`src/rtl/crpc_pkg.sv`:
```
package crpc_pkg;

    // ------------------------------------------------------------
    // Timing
    // ------------------------------------------------------------
    localparam int unsigned RELEASE_CYCLES  = 32;     // Default release delay, internal clocks
    localparam int unsigned POR_CYCLES      = 16;     // Default power-on reset stretch
    localparam int unsigned CNT_W           = 16;     // Width of the delay counters

    // ------------------------------------------------------------
    // Pull-up disable register layout
    // ------------------------------------------------------------
    localparam int unsigned PUDR_W          = 8;      // Width of the disable register image
    localparam int unsigned PUDR_RESET_BIT  = 0;      // Bit that turns off the reset pin pull-up
    localparam int unsigned PUDR_STRAP_BIT  = 1;      // Bit that turns off the strap pull-up
    localparam logic [7:0]  PUDR_RESET_VAL  = 8'h00;  // All pull-ups on after reset

    // ------------------------------------------------------------
    // Boot modes
    // ------------------------------------------------------------
    typedef enum logic [0:0] {
        CRPC_BOOT_INTERNAL = 1'b0,                    // Strap low: boot from on-chip memory
        CRPC_BOOT_EXTERNAL = 1'b1                     // Strap high: boot from off-chip memory
    } crpc_boot_type;

    // Sequencer states
    typedef enum logic [1:0] {
        CRPC_ST_HOLD    = 2'b00,                      // Reset asserted
        CRPC_ST_COUNT   = 2'b01,                      // Counting release delay
        CRPC_ST_RUN     = 2'b10                       // Internal reset released
    } crpc_state_type;

    // Status bundle toward the chip core
    typedef struct packed {
        logic          chip_rst_n;                    // Internal reset, active low
        logic          mode_valid;                    // Boot mode has been latched
        crpc_boot_type boot_mode;                     // Latched boot mode
    } crpc_status_type;

endpackage : crpc_pkg

```
`src/rtl/crpc_por.sv`:
```
`timescale 1ns/1ns
// Power-on reset generator: holds por_n low for a fixed count after power-up.
module crpc_por #(
    parameter int unsigned CYCLES = crpc_pkg::POR_CYCLES
) (
    // Clock
    input  wire logic clk_in,
    // Power-up indicator, high until supply is good
    input  wire logic pwr_good_n_in,
    // Result
    output logic      por_n_out
);
    localparam logic [crpc_pkg::CNT_W-1:0] CRPC_LAST = crpc_pkg::CNT_W'(CYCLES - 1);

    logic [crpc_pkg::CNT_W-1:0] cnt_r;                // Stretch counter
    logic                       done_r;               // Stretch finished
    logic                       good_s1_r;            // Supply-good sync, first stage
    logic                       good_s2_r;            // Supply-good sync, read by the counter

    // ------------------------------------------------------------
    // Supply-good release through two flops
    // ------------------------------------------------------------
    // The monitor is not on this clock; a raw release could start
    // the count in a metastable cycle
    always_ff @(posedge clk_in or posedge pwr_good_n_in) begin
        if (pwr_good_n_in) begin
            good_s1_r <= 1'b0;
            good_s2_r <= 1'b0;
        end else begin
            good_s1_r <= 1'b1;
            good_s2_r <= good_s1_r;
        end
    end

    // ------------------------------------------------------------
    // Stretch counter; only a supply drop restarts it, never the pin
    // ------------------------------------------------------------
    always_ff @(posedge clk_in or posedge pwr_good_n_in) begin
        if (pwr_good_n_in) begin
            cnt_r  <= '0;
            done_r <= 1'b0;
        end else if (good_s2_r && !done_r) begin
            cnt_r  <= cnt_r + 1'b1;
            done_r <= (cnt_r == CRPC_LAST);
        end
    end

    assign por_n_out = done_r;

    // Power-on reset must persist the full stretch
    AST_POR_HOLD: assert property (@(posedge clk_in) disable iff (pwr_good_n_in) // RQ6
        $rose(por_n_out) |-> $past(cnt_r) == CRPC_LAST)
        else $error("power-on reset released early");

endmodule : crpc_por

```
`src/rtl/crpc_top.sv`:
```
`timescale 1ns/1ns
// What this block does
// RQ1: Low reset pin initializes and holds everything; the strap synchroniser and power-on stretch counter are not reset by it
// RQ2: Latch boot strap on reset release
// RQ3: Release internal reset synchronously after count
// RQ4: Board asserts reset and TRST together; board model leaves TRST idle when debug_only_in is high
// RQ5: Reset alone leaves debug logic untouched
// RQ6: Power-on reset asserts regardless of pin
// RQ7: Reset pin pull-up on unless disabled
// RQ8: Reset output mirrors internal reset state
// RQ9: Board ties strap high for external boot
// RQ10: Async assert; release delay is parameter
module crpc_top #(
    parameter int unsigned RELEASE_CYCLES = crpc_pkg::RELEASE_CYCLES,
    parameter int unsigned POR_CYCLES     = crpc_pkg::POR_CYCLES
) (
    // Clock and external reset pin
    input  wire logic                          CLK_IN,
    input  wire logic                          RSTN_IN,
    // Supply monitor, high until power is good
    input  wire logic                          PWR_GOOD_N_IN,
    // Boot strap pin
    input  wire logic                          BOOT_SOURCE_STRAP_IN,
    // Pull-up disable register image from the system block
    input  wire logic [crpc_pkg::PUDR_W-1:0]   PULLUP_DISABLE_REGISTER_IN,
    // Pull-up enables toward the pads
    output logic                               RESET_PULLUP_EN_OUT,
    output logic                               STRAP_PULLUP_EN_OUT,
    // Internal reset and boot status toward the core
    output crpc_pkg::crpc_status_type          STATUS_OUT,
    // Reset output pin, active low
    output logic                               RESET_STATE_OUTPUT_N_OUT
);

    // ------------------------------------------------------------
    // Reset combining
    // ------------------------------------------------------------
    logic por_n;                                      // Power-on reset, active low
    logic any_rst_n;                                  // Pin or power-on reset, active low

    crpc_por #(
        .CYCLES        (POR_CYCLES)
    ) u_por (
        .clk_in        (CLK_IN),
        .pwr_good_n_in (PWR_GOOD_N_IN),
        .por_n_out     (por_n)
    );

    // Either source asserts with no clock needed
    assign any_rst_n = RSTN_IN & por_n; // RQ6

    // Reset copy released through two flops
    logic rst_s1_r;                                   // First stage, read only by second
    logic rst_s2_r;                                   // Synchronised reset, active low

    always_ff @(posedge CLK_IN or negedge any_rst_n) begin
        if (!any_rst_n) begin // RQ1
            rst_s1_r <= 1'b0;
            rst_s2_r <= 1'b0;
        end else begin
            rst_s1_r <= 1'b1;
            rst_s2_r <= rst_s1_r;
        end
    end

    // ------------------------------------------------------------
    // Strap synchroniser; the pin is outside the clock domain
    // ------------------------------------------------------------
    logic strap_s1_r;                                 // First stage
    logic strap_s2_r;                                 // Stable strap level

    always_ff @(posedge CLK_IN) begin
        strap_s1_r <= BOOT_SOURCE_STRAP_IN;
        strap_s2_r <= strap_s1_r;
    end

    // ------------------------------------------------------------
    // Release sequencer
    // ------------------------------------------------------------
    // The boot mode is taken in the single HOLD cycle, so the core
    // sees a valid mode for the whole release delay; the price is
    // one extra cycle of reset after every release
    localparam logic [crpc_pkg::CNT_W-1:0] REL_LAST =
        crpc_pkg::CNT_W'(RELEASE_CYCLES - 1);

    crpc_pkg::crpc_state_type   state_r;              // Sequencer state
    crpc_pkg::crpc_state_type   state_nxt;            // Next state
    logic [crpc_pkg::CNT_W-1:0] cnt_r;                // Release delay counter
    logic                       cnt_done;             // Delay expired
    logic                       chip_rst_n_r;         // Internal reset, active low
    crpc_pkg::crpc_boot_type    boot_r;               // Latched boot mode
    logic                       mode_valid_r;         // Boot mode latched

    assign cnt_done = (cnt_r == REL_LAST);

    // Next state; hold while the synchronised reset is low
    always_comb begin
        state_nxt = state_r;
        case (state_r)
            crpc_pkg::CRPC_ST_HOLD: begin
                state_nxt = crpc_pkg::CRPC_ST_COUNT;
            end
            crpc_pkg::CRPC_ST_COUNT: begin
                if (cnt_done) begin // RQ3
                    state_nxt = crpc_pkg::CRPC_ST_RUN;
                end
            end
            crpc_pkg::CRPC_ST_RUN: begin
                state_nxt = crpc_pkg::CRPC_ST_RUN;
            end
            default: begin
                state_nxt = crpc_pkg::CRPC_ST_HOLD;
            end
        endcase
    end

    // State register; async assert, counted release
    always_ff @(posedge CLK_IN or negedge rst_s2_r) begin
        if (!rst_s2_r) begin // RQ10
            state_r <= crpc_pkg::CRPC_ST_HOLD;
        end else begin
            state_r <= state_nxt;
        end
    end

    // Delay counter runs only while counting
    always_ff @(posedge CLK_IN or negedge rst_s2_r) begin
        if (!rst_s2_r) begin
            cnt_r <= '0;
        end else if (state_r == crpc_pkg::CRPC_ST_COUNT && !cnt_done) begin
            cnt_r <= cnt_r + 1'b1;
        end
    end

    // Internal reset drops at once, rises on a clock edge
    always_ff @(posedge CLK_IN or negedge rst_s2_r) begin
        if (!rst_s2_r) begin // RQ10
            chip_rst_n_r <= 1'b0;
        end else begin
            chip_rst_n_r <= (state_nxt == crpc_pkg::CRPC_ST_RUN); // RQ3
        end
    end

    // Boot mode caught once, in the first cycle after release
    always_ff @(posedge CLK_IN or negedge rst_s2_r) begin
        if (!rst_s2_r) begin
            boot_r       <= crpc_pkg::CRPC_BOOT_INTERNAL;
            mode_valid_r <= 1'b0;
        end else if (state_r == crpc_pkg::CRPC_ST_HOLD) begin // RQ2
            boot_r       <= crpc_pkg::crpc_boot_type'(strap_s2_r);
            mode_valid_r <= 1'b1;
        end
    end

    // ------------------------------------------------------------
    // Outputs
    // ------------------------------------------------------------
    // Debug logic is not reset here; only TRST clears it
    assign STATUS_OUT = '{chip_rst_n: chip_rst_n_r,    // RQ5
                          mode_valid: mode_valid_r,
                          boot_mode:  boot_r};
    assign RESET_STATE_OUTPUT_N_OUT = chip_rst_n_r;    // RQ8

    // Pull-ups default on; the register image clears back to zero
    assign RESET_PULLUP_EN_OUT =
        ~PULLUP_DISABLE_REGISTER_IN[crpc_pkg::PUDR_RESET_BIT]; // RQ7
    assign STRAP_PULLUP_EN_OUT =
        ~PULLUP_DISABLE_REGISTER_IN[crpc_pkg::PUDR_STRAP_BIT];

    // ------------------------------------------------------------
    // Checks
    // ------------------------------------------------------------
    AST_PIN_HOLDS: assert property (@(posedge CLK_IN) // RQ1
        !RSTN_IN |-> !RESET_STATE_OUTPUT_N_OUT)
        else $error("internal reset not held during pin reset");

    AST_RELEASE_DELAY: assert property (@(posedge CLK_IN) disable iff (!rst_s2_r) // RQ3
        $rose(chip_rst_n_r) |-> $past(state_r) == crpc_pkg::CRPC_ST_COUNT && $past(cnt_done))
        else $error("internal reset released before delay");

    AST_BOOT_LATCH: assert property (@(posedge CLK_IN) disable iff (!rst_s2_r) // RQ2
        $rose(mode_valid_r) |-> boot_r == crpc_pkg::crpc_boot_type'($past(strap_s2_r)))
        else $error("boot mode not taken from strap");

    AST_BOOT_STABLE: assert property (@(posedge CLK_IN) disable iff (!rst_s2_r) // RQ2
        $past(mode_valid_r) |-> $stable(boot_r))
        else $error("boot mode changed after latch");

    AST_OUT_MIRROR: assert property (@(posedge CLK_IN) // RQ8
        RESET_STATE_OUTPUT_N_OUT == (state_r == crpc_pkg::CRPC_ST_RUN))
        else $error("reset output differs from internal reset");

    AST_POR_ASSERTS: assert property (@(posedge CLK_IN) // RQ6
        !por_n |-> !chip_rst_n_r)
        else $error("internal reset free during power-on reset");

    AST_PULLUP: assert property (@(posedge CLK_IN) // RQ7
        RESET_PULLUP_EN_OUT != PULLUP_DISABLE_REGISTER_IN[crpc_pkg::PUDR_RESET_BIT])
        else $error("pull-up enable wrong");

    AST_NO_EARLY: assert property (@(posedge CLK_IN) disable iff (!rst_s2_r) // RQ10
        $rose(state_r == crpc_pkg::CRPC_ST_COUNT) |-> !chip_rst_n_r [*2])
        else $error("internal reset released without delay");

    // Internal reset and mode valid are cleared while either reset source is active
    AST_ASYNC_CLEAR: assert property (@(posedge CLK_IN) // RQ1
        !any_rst_n |-> !chip_rst_n_r && !mode_valid_r)
        else $error("state not cleared during reset");

    // The hold state lasts exactly one cycle before counting starts
    AST_HOLD_ONCE: assert property (@(posedge CLK_IN) disable iff (!rst_s2_r) // RQ3
        state_r == crpc_pkg::CRPC_ST_HOLD |=> state_r == crpc_pkg::CRPC_ST_COUNT)
        else $error("hold state not left after one cycle");

    // Once released, the reset output stays high until a new reset
    AST_RUN_STAYS: assert property (@(posedge CLK_IN) disable iff (!rst_s2_r) // RQ8
        RESET_STATE_OUTPUT_N_OUT |=> RESET_STATE_OUTPUT_N_OUT)
        else $error("reset output dropped without reset");

    // The core never leaves reset without a latched boot mode
    AST_MODE_FIRST: assert property (@(posedge CLK_IN) // RQ2
        STATUS_OUT.chip_rst_n |-> STATUS_OUT.mode_valid)
        else $error("reset released before boot mode latched");

endmodule : crpc_top

```
`config.mk`:
```
export PLATFORM = sky130hd
export DESIGN_NAME = crpc_top
export DESIGN_NICKNAME = d
export VERILOG_FILES = /design/src/rtl/crpc_pkg.sv /design/src/rtl/crpc_por.sv /design/src/rtl/crpc_top.sv
export SDC_FILE = /design/constraint.sdc
export NUM_CORES = 1
export LEC_CHECK = 0
export BUFFER_PORTS_ARGS = -buffer_cell sky130_fd_sc_hd__buf_2
export CAP_MARGIN = 20
export CORE_MARGIN = 5
export CORE_UTILIZATION = 60
export CTS_CLUSTER_SIZE = 30
export DETAILED_ROUTE_END_ITERATION = 6
export PLACE_DENSITY_LB_ADDON = 0.3
export SYNTH_ARGS = -nofsm -noshare
export SYNTH_HDL_FRONTEND = slang
export SYNTH_SLANG_ARGS = --single-unit
```
`constraint.sdc`:
```
create_clock -name CLK_IN -period 2.2 [get_ports CLK_IN]
set_input_delay 0.11 -clock CLK_IN [delete_from_list [all_inputs] [get_ports CLK_IN]]
set_output_delay 0.11 -clock CLK_IN [all_outputs]
set_load 0.02 [all_outputs]
```
Word-level counts from Yosys, hierarchy flattened
Index checks and enable logic that the tools add are counted.
- add/sub/neg operators: 2
- eq/ne operators: 5
- mux-type cells: 2
- bitwise gates (word level): 3
- reduce and logical (&&, ||, !) cells: 5
- operator list (cell ; number):
    16-bit by 1-bit adder with 16-bit output (second input constant) ; 2
    16-bit by 4-bit == test with 1-bit output (second input constant) ; 1
    16-bit by 5-bit == test with 1-bit output (second input constant) ; 1
    2-bit case mux with 3 select lines ; 1
    2-bit == test (second input constant) ; 2
    2-bit by 1-bit == test with 1-bit output (second input constant) ; 1
    1-bit logical AND ; 2
    1-bit logical NOT ; 2
    2-bit logical NOT ; 1
    2-bit 2-to-1 mux ; 1
    1-bit NOT ; 2
    1-bit bitwise AND ; 1
- register bits: 44
- output and inout bits: 6
- word-level logic and storage cells: 30

Depth between registers and ports, before layout
- depth after elaboration: 4
- depth in mapped cells: 5
- depth with buffers taken out: 5

Cells and area by module
A second synthesis with hierarchy kept.
- cell total of the unflattened synthesis: 160
- area total of the unflattened synthesis: 1964.4 µm²
- modules (own cells, without submodules) (module ; times used ; cells each ; area an instance (µm²) ; sequential area each (µm²)):
    crpc_top ; 1 ; 92 ; 1132.3 ; 615.6
    crpc_por ; 1 ; 68 ; 832.0 ; 475.5

Worst setup path after synthesis
Ideal clock, no wire load.
- path type: flip-flop to flip-flop
- start: register cnt_r[0] (netlist bit)
- end: register cnt_r[7] (netlist bit)
- setup time: 123 ps
- data arrival time: 1598 ps
- slack: 478 ps
- stages on the path, launching flop included: 6
- buffers on the path: 0
- clock period less this slack: 1722 ps
- cells stage by stage: dfrtp_1 -> ha_1 -> and4_4 -> and4_4 -> or4b_4 -> xnor2_1
- word-level cells in the longest chain between the ends: 3
- elaborated cells between the ends (all ways): 4
- classes of those cells: add/sub (1); eq/ne (1); reduce/logical (2)
- RTL lines (what ; RTL line ; text):
    start, declared ; crpc_top.sv:88 ; logic [crpc_pkg::CNT_W-1:0] cnt_r;
    start signal, assigned ; crpc_top.sv:131 ; cnt_r <= cnt_r + 1'b1;
    branches (longest 3 deep; another with 16-bit by 1-bit adder with 16-bit output) ; -- ;
Several ways; the timed one is not identified.
A chain may end at the register's enable or synchronous reset.

Final worst setup path
Ends and elaborated chain as after synthesis.

==> flow_summary.yaml <==
power:
  pwr-share-seq: 0.584
  sw_frac_of_total: 0.2473
  pwr-share-comb: 0.102
  clockPowerShare: 0.314
  p_total_w: 0.001651
  switching_power_w: 0.0004083
  powerDensity_nw_per_um2: 781.4
  power.leakage_nw: 0.9180
  p_int_w: 0.001243
  vdd_drop_max_mv: 0.7382
final_layout:
  antenna_cells: 0
  fin_util: 0.6922
  fin_nets: 194
  fill_cells: 247
  area_growth_pct: 11.12
  design_area_um2: 2113
  drive_gt1_frac: 0.1768
synthesis:
  synth.distinct_cells: 31
  yosys_most_used_dff: "dfrtp_1"
  syn-instance-count: 161
  ys_seq_area_frac: 0.5737
  synth_area_leaders: "dfrtp_1 (55%), xnor2_1 (8.8%), xor2_1 (5.1%)"
  yosysWarnings: 0
  ys_top_cells_by_count: "dfrtp_1 (42), xnor2_1 (19), xor2_1 (11), nand3_1 (10), nand2_1 (9)"
  yosysMostFrequentCell: "dfrtp_1"
  synth_seq_cells: 44
  ys_async_sr_fraction: 0.9545
  synth_area_um2: 1902
  post_synth.cell_area_avg_um2: 11.81
  synth_edf_count: 0
  yosysTopAreaCellShare: 0.5526
  yosys.area.top_type: "dfrtp_1"
floorplanning:
  fp.dieArea_um2: 4396
  die_w_um: 66.30
  core_um2: 3053
  pin_count: 18
  rows: 20
  die_h_um: 66.30
  start_util: 0.6230
placement:
  dpl_cell_area_um2: 1993
  finalWeightedCongestion: 0.8502
  dp_hpwl_um: 2072
  placement.io_buffers: 11
setup_path:
  start_kind: "register"
  cp.required_ns: 2.45
  critical_path_class: "register to register"
  cp_data_arrival_time_ns: 2.05
  cp-end-kind: "register"
  path_max_fanout: 5
clock_tree:
  cts_tree: "done"
  cts.clk_slew.worst_paths_ns: 0.12
  htreeDepth: 2
  clock_path_buffers: 2
  clock-sinks: 44
  root_buffer: "clkbuf_4"
  clk_latency_ns: 0.35
  postCtsSetupRepairBufs: 0
  cts_buffers: 5
route:
  wl_per_cell_um: 12.98
  wl_um: 2920
  ant_nets: 0
  vias: 1193
  firstDrtPassIters: 4
  route.detailed.drc: 0
  drt_iter0_drc: 76
  via_per_inst: 5.302
grt:
  gr-total-overflow: 0
  grt_max_degree: 22
  grt_pass1_vias: 1279
  grt_antenna_before_repair: 0
  track_usage: 0.1659
  grt_pass1_wl_um: 5444
timing:
  fin_crit_sh: 0.8159
  period_minus_slack_ns: 1.795
  hold_viol_final: 0
  fmax_mhz: 557.1
  skew_ns: 0.009151
  maxSlewHeadroom: 0.4726
  rsz0062_at_grt: "false"
  setup_viol: 0
  worstMarginPinSlew_ns: 0.7910
  drv_slew: 0
  fin_setup_tns_ns: 0
outcome:
  outcome: "completed"
job:
  cap_violations: 0
hold_path:
  hp-class: "input port to async pin"
==> layer usage <==
metal  wire length, um  track usage  up-vias
met5                 0            0        -
met4                48      0.05838        0
met3               106      0.06803        6
met2              1561       0.2999       11
met1              1203       0.1701      586
li1                  -            -      590
==> power by group through the flow <==
stage	logic [W]	clock network (W)	registers, W
final	0.000168	0.000519	0.000964
after global placement	0.000153	0	0.000974
after detailed placement	0.000167	0	0.000980
after global routing	0.000191	0.000578	0.000980
after CTS	0.000173	0.000536	0.000965
after floorplan	0.000133	0	0.000959
==> path summary, 6_finish.rpt <==
kind | start | slack [ns] | cells past startpoint | to
max | cnt_r[0] | 0.41 | 5 | cnt_r[7]
max in group asynchronous | rst_s2_r | 1.37 | 0 | cnt_r[7]
min reg2reg | u_por.por_n_out | 0.24 | 1 | rst_s2_r
min | RSTN_IN | 0.18 | 3 | rst_s2_r
min in group CLK_IN | strap_s1_r | 0.36 | 0 | strap_s2_r
max reg2reg | cnt_r[0] | 0.41 | 5 | cnt_r[7]
==> critical path: stages (launching register included) <==
cell and delay (ns):
dfrtp_1 0.42, ha_1 0.24, and4_4 0.20, and4_4 0.16
or4b_4 0.53, xnor2_1 0.13
==> repair_timing <==
item,4_1_cts,5_1_grt
resized for setup,0,0
setup endpoints to repair,0,0
hold endpoints to repair,22,0
hold buffers,3,0
==> state kept, by name, summed over array words and instances (netlist names) <==
name / flops
cnt_r: 16
u_por.cnt_r: 16
u_por.good_s1_r: 1
strap_s2_r: 1
u_por.good_s2_r: 1
rst_s2_r: 1
RESET_STATE_OUTPUT_N_OUT: 1
rst_s1_r: 1
strap_s1_r: 1
mode_valid_r: 1
state_r: 2
u_por.por_n_out: 1
boot_r: 1
==> through the flow <==
step | setup WS [ns] | instances | hold slack, ns
global route | 0.3341 | 225 | 0.1516
finish | 0.4051 | 225 | 0.1827
CTS | 0.3913 | 225 | 0.1424
global placement | 0.4406 | 214 | 0.003898
floorplan | 0.4784 | 162 | -0.07826
detailed placement | 0.4193 | 214 | 0.009790
==> cells by family after synthesis <==
logic type	share of synthesized area
and+or+nand+nor	0.2151
other	0.001972
adders and majority gates	0.01316
xor gates and xnor gates	0.1382
buffers and inverters	0.02763
muxes	0.01776
DFF	0.5737
AOI/OAI and AO/OA	0.01250
==> cell usage in the layout, fill, tap and decap left out, types with 2 or more instances in the layout <==
cell,instances
nand2b_1,2
buf_2,11
nor4_2,3
ha_1,2
dfrtp_1,42
conb_1,2
xor2_1,11
nor3_1,6
nand3_1,10
o21ai_0,2
inv_1,8
mux2_2,3
nand4_1,8
nand2_1,9
xnor2_1,19
nor4_1,6
and4_4,2
nor2_1,7
dlygate4sd3_1,3
clkbuf_4,5
or2_2,2
dfxtp_1,2
and3_1,3
==> area by class of cell <==
cell class,instances,area (um^2),share of cell area
tap,44,55.05,0.02605
inverter,8,30.03,0.01421
sequential,44,1091,0.5163
clock inverter,2,38.79,0.01835
clock buffer,6,51.30,0.02427
multi-input combinational,107,762.0,0.3606
timing repair buffer,14,85.08,0.04026
Power figures use the tool's default switching activity.
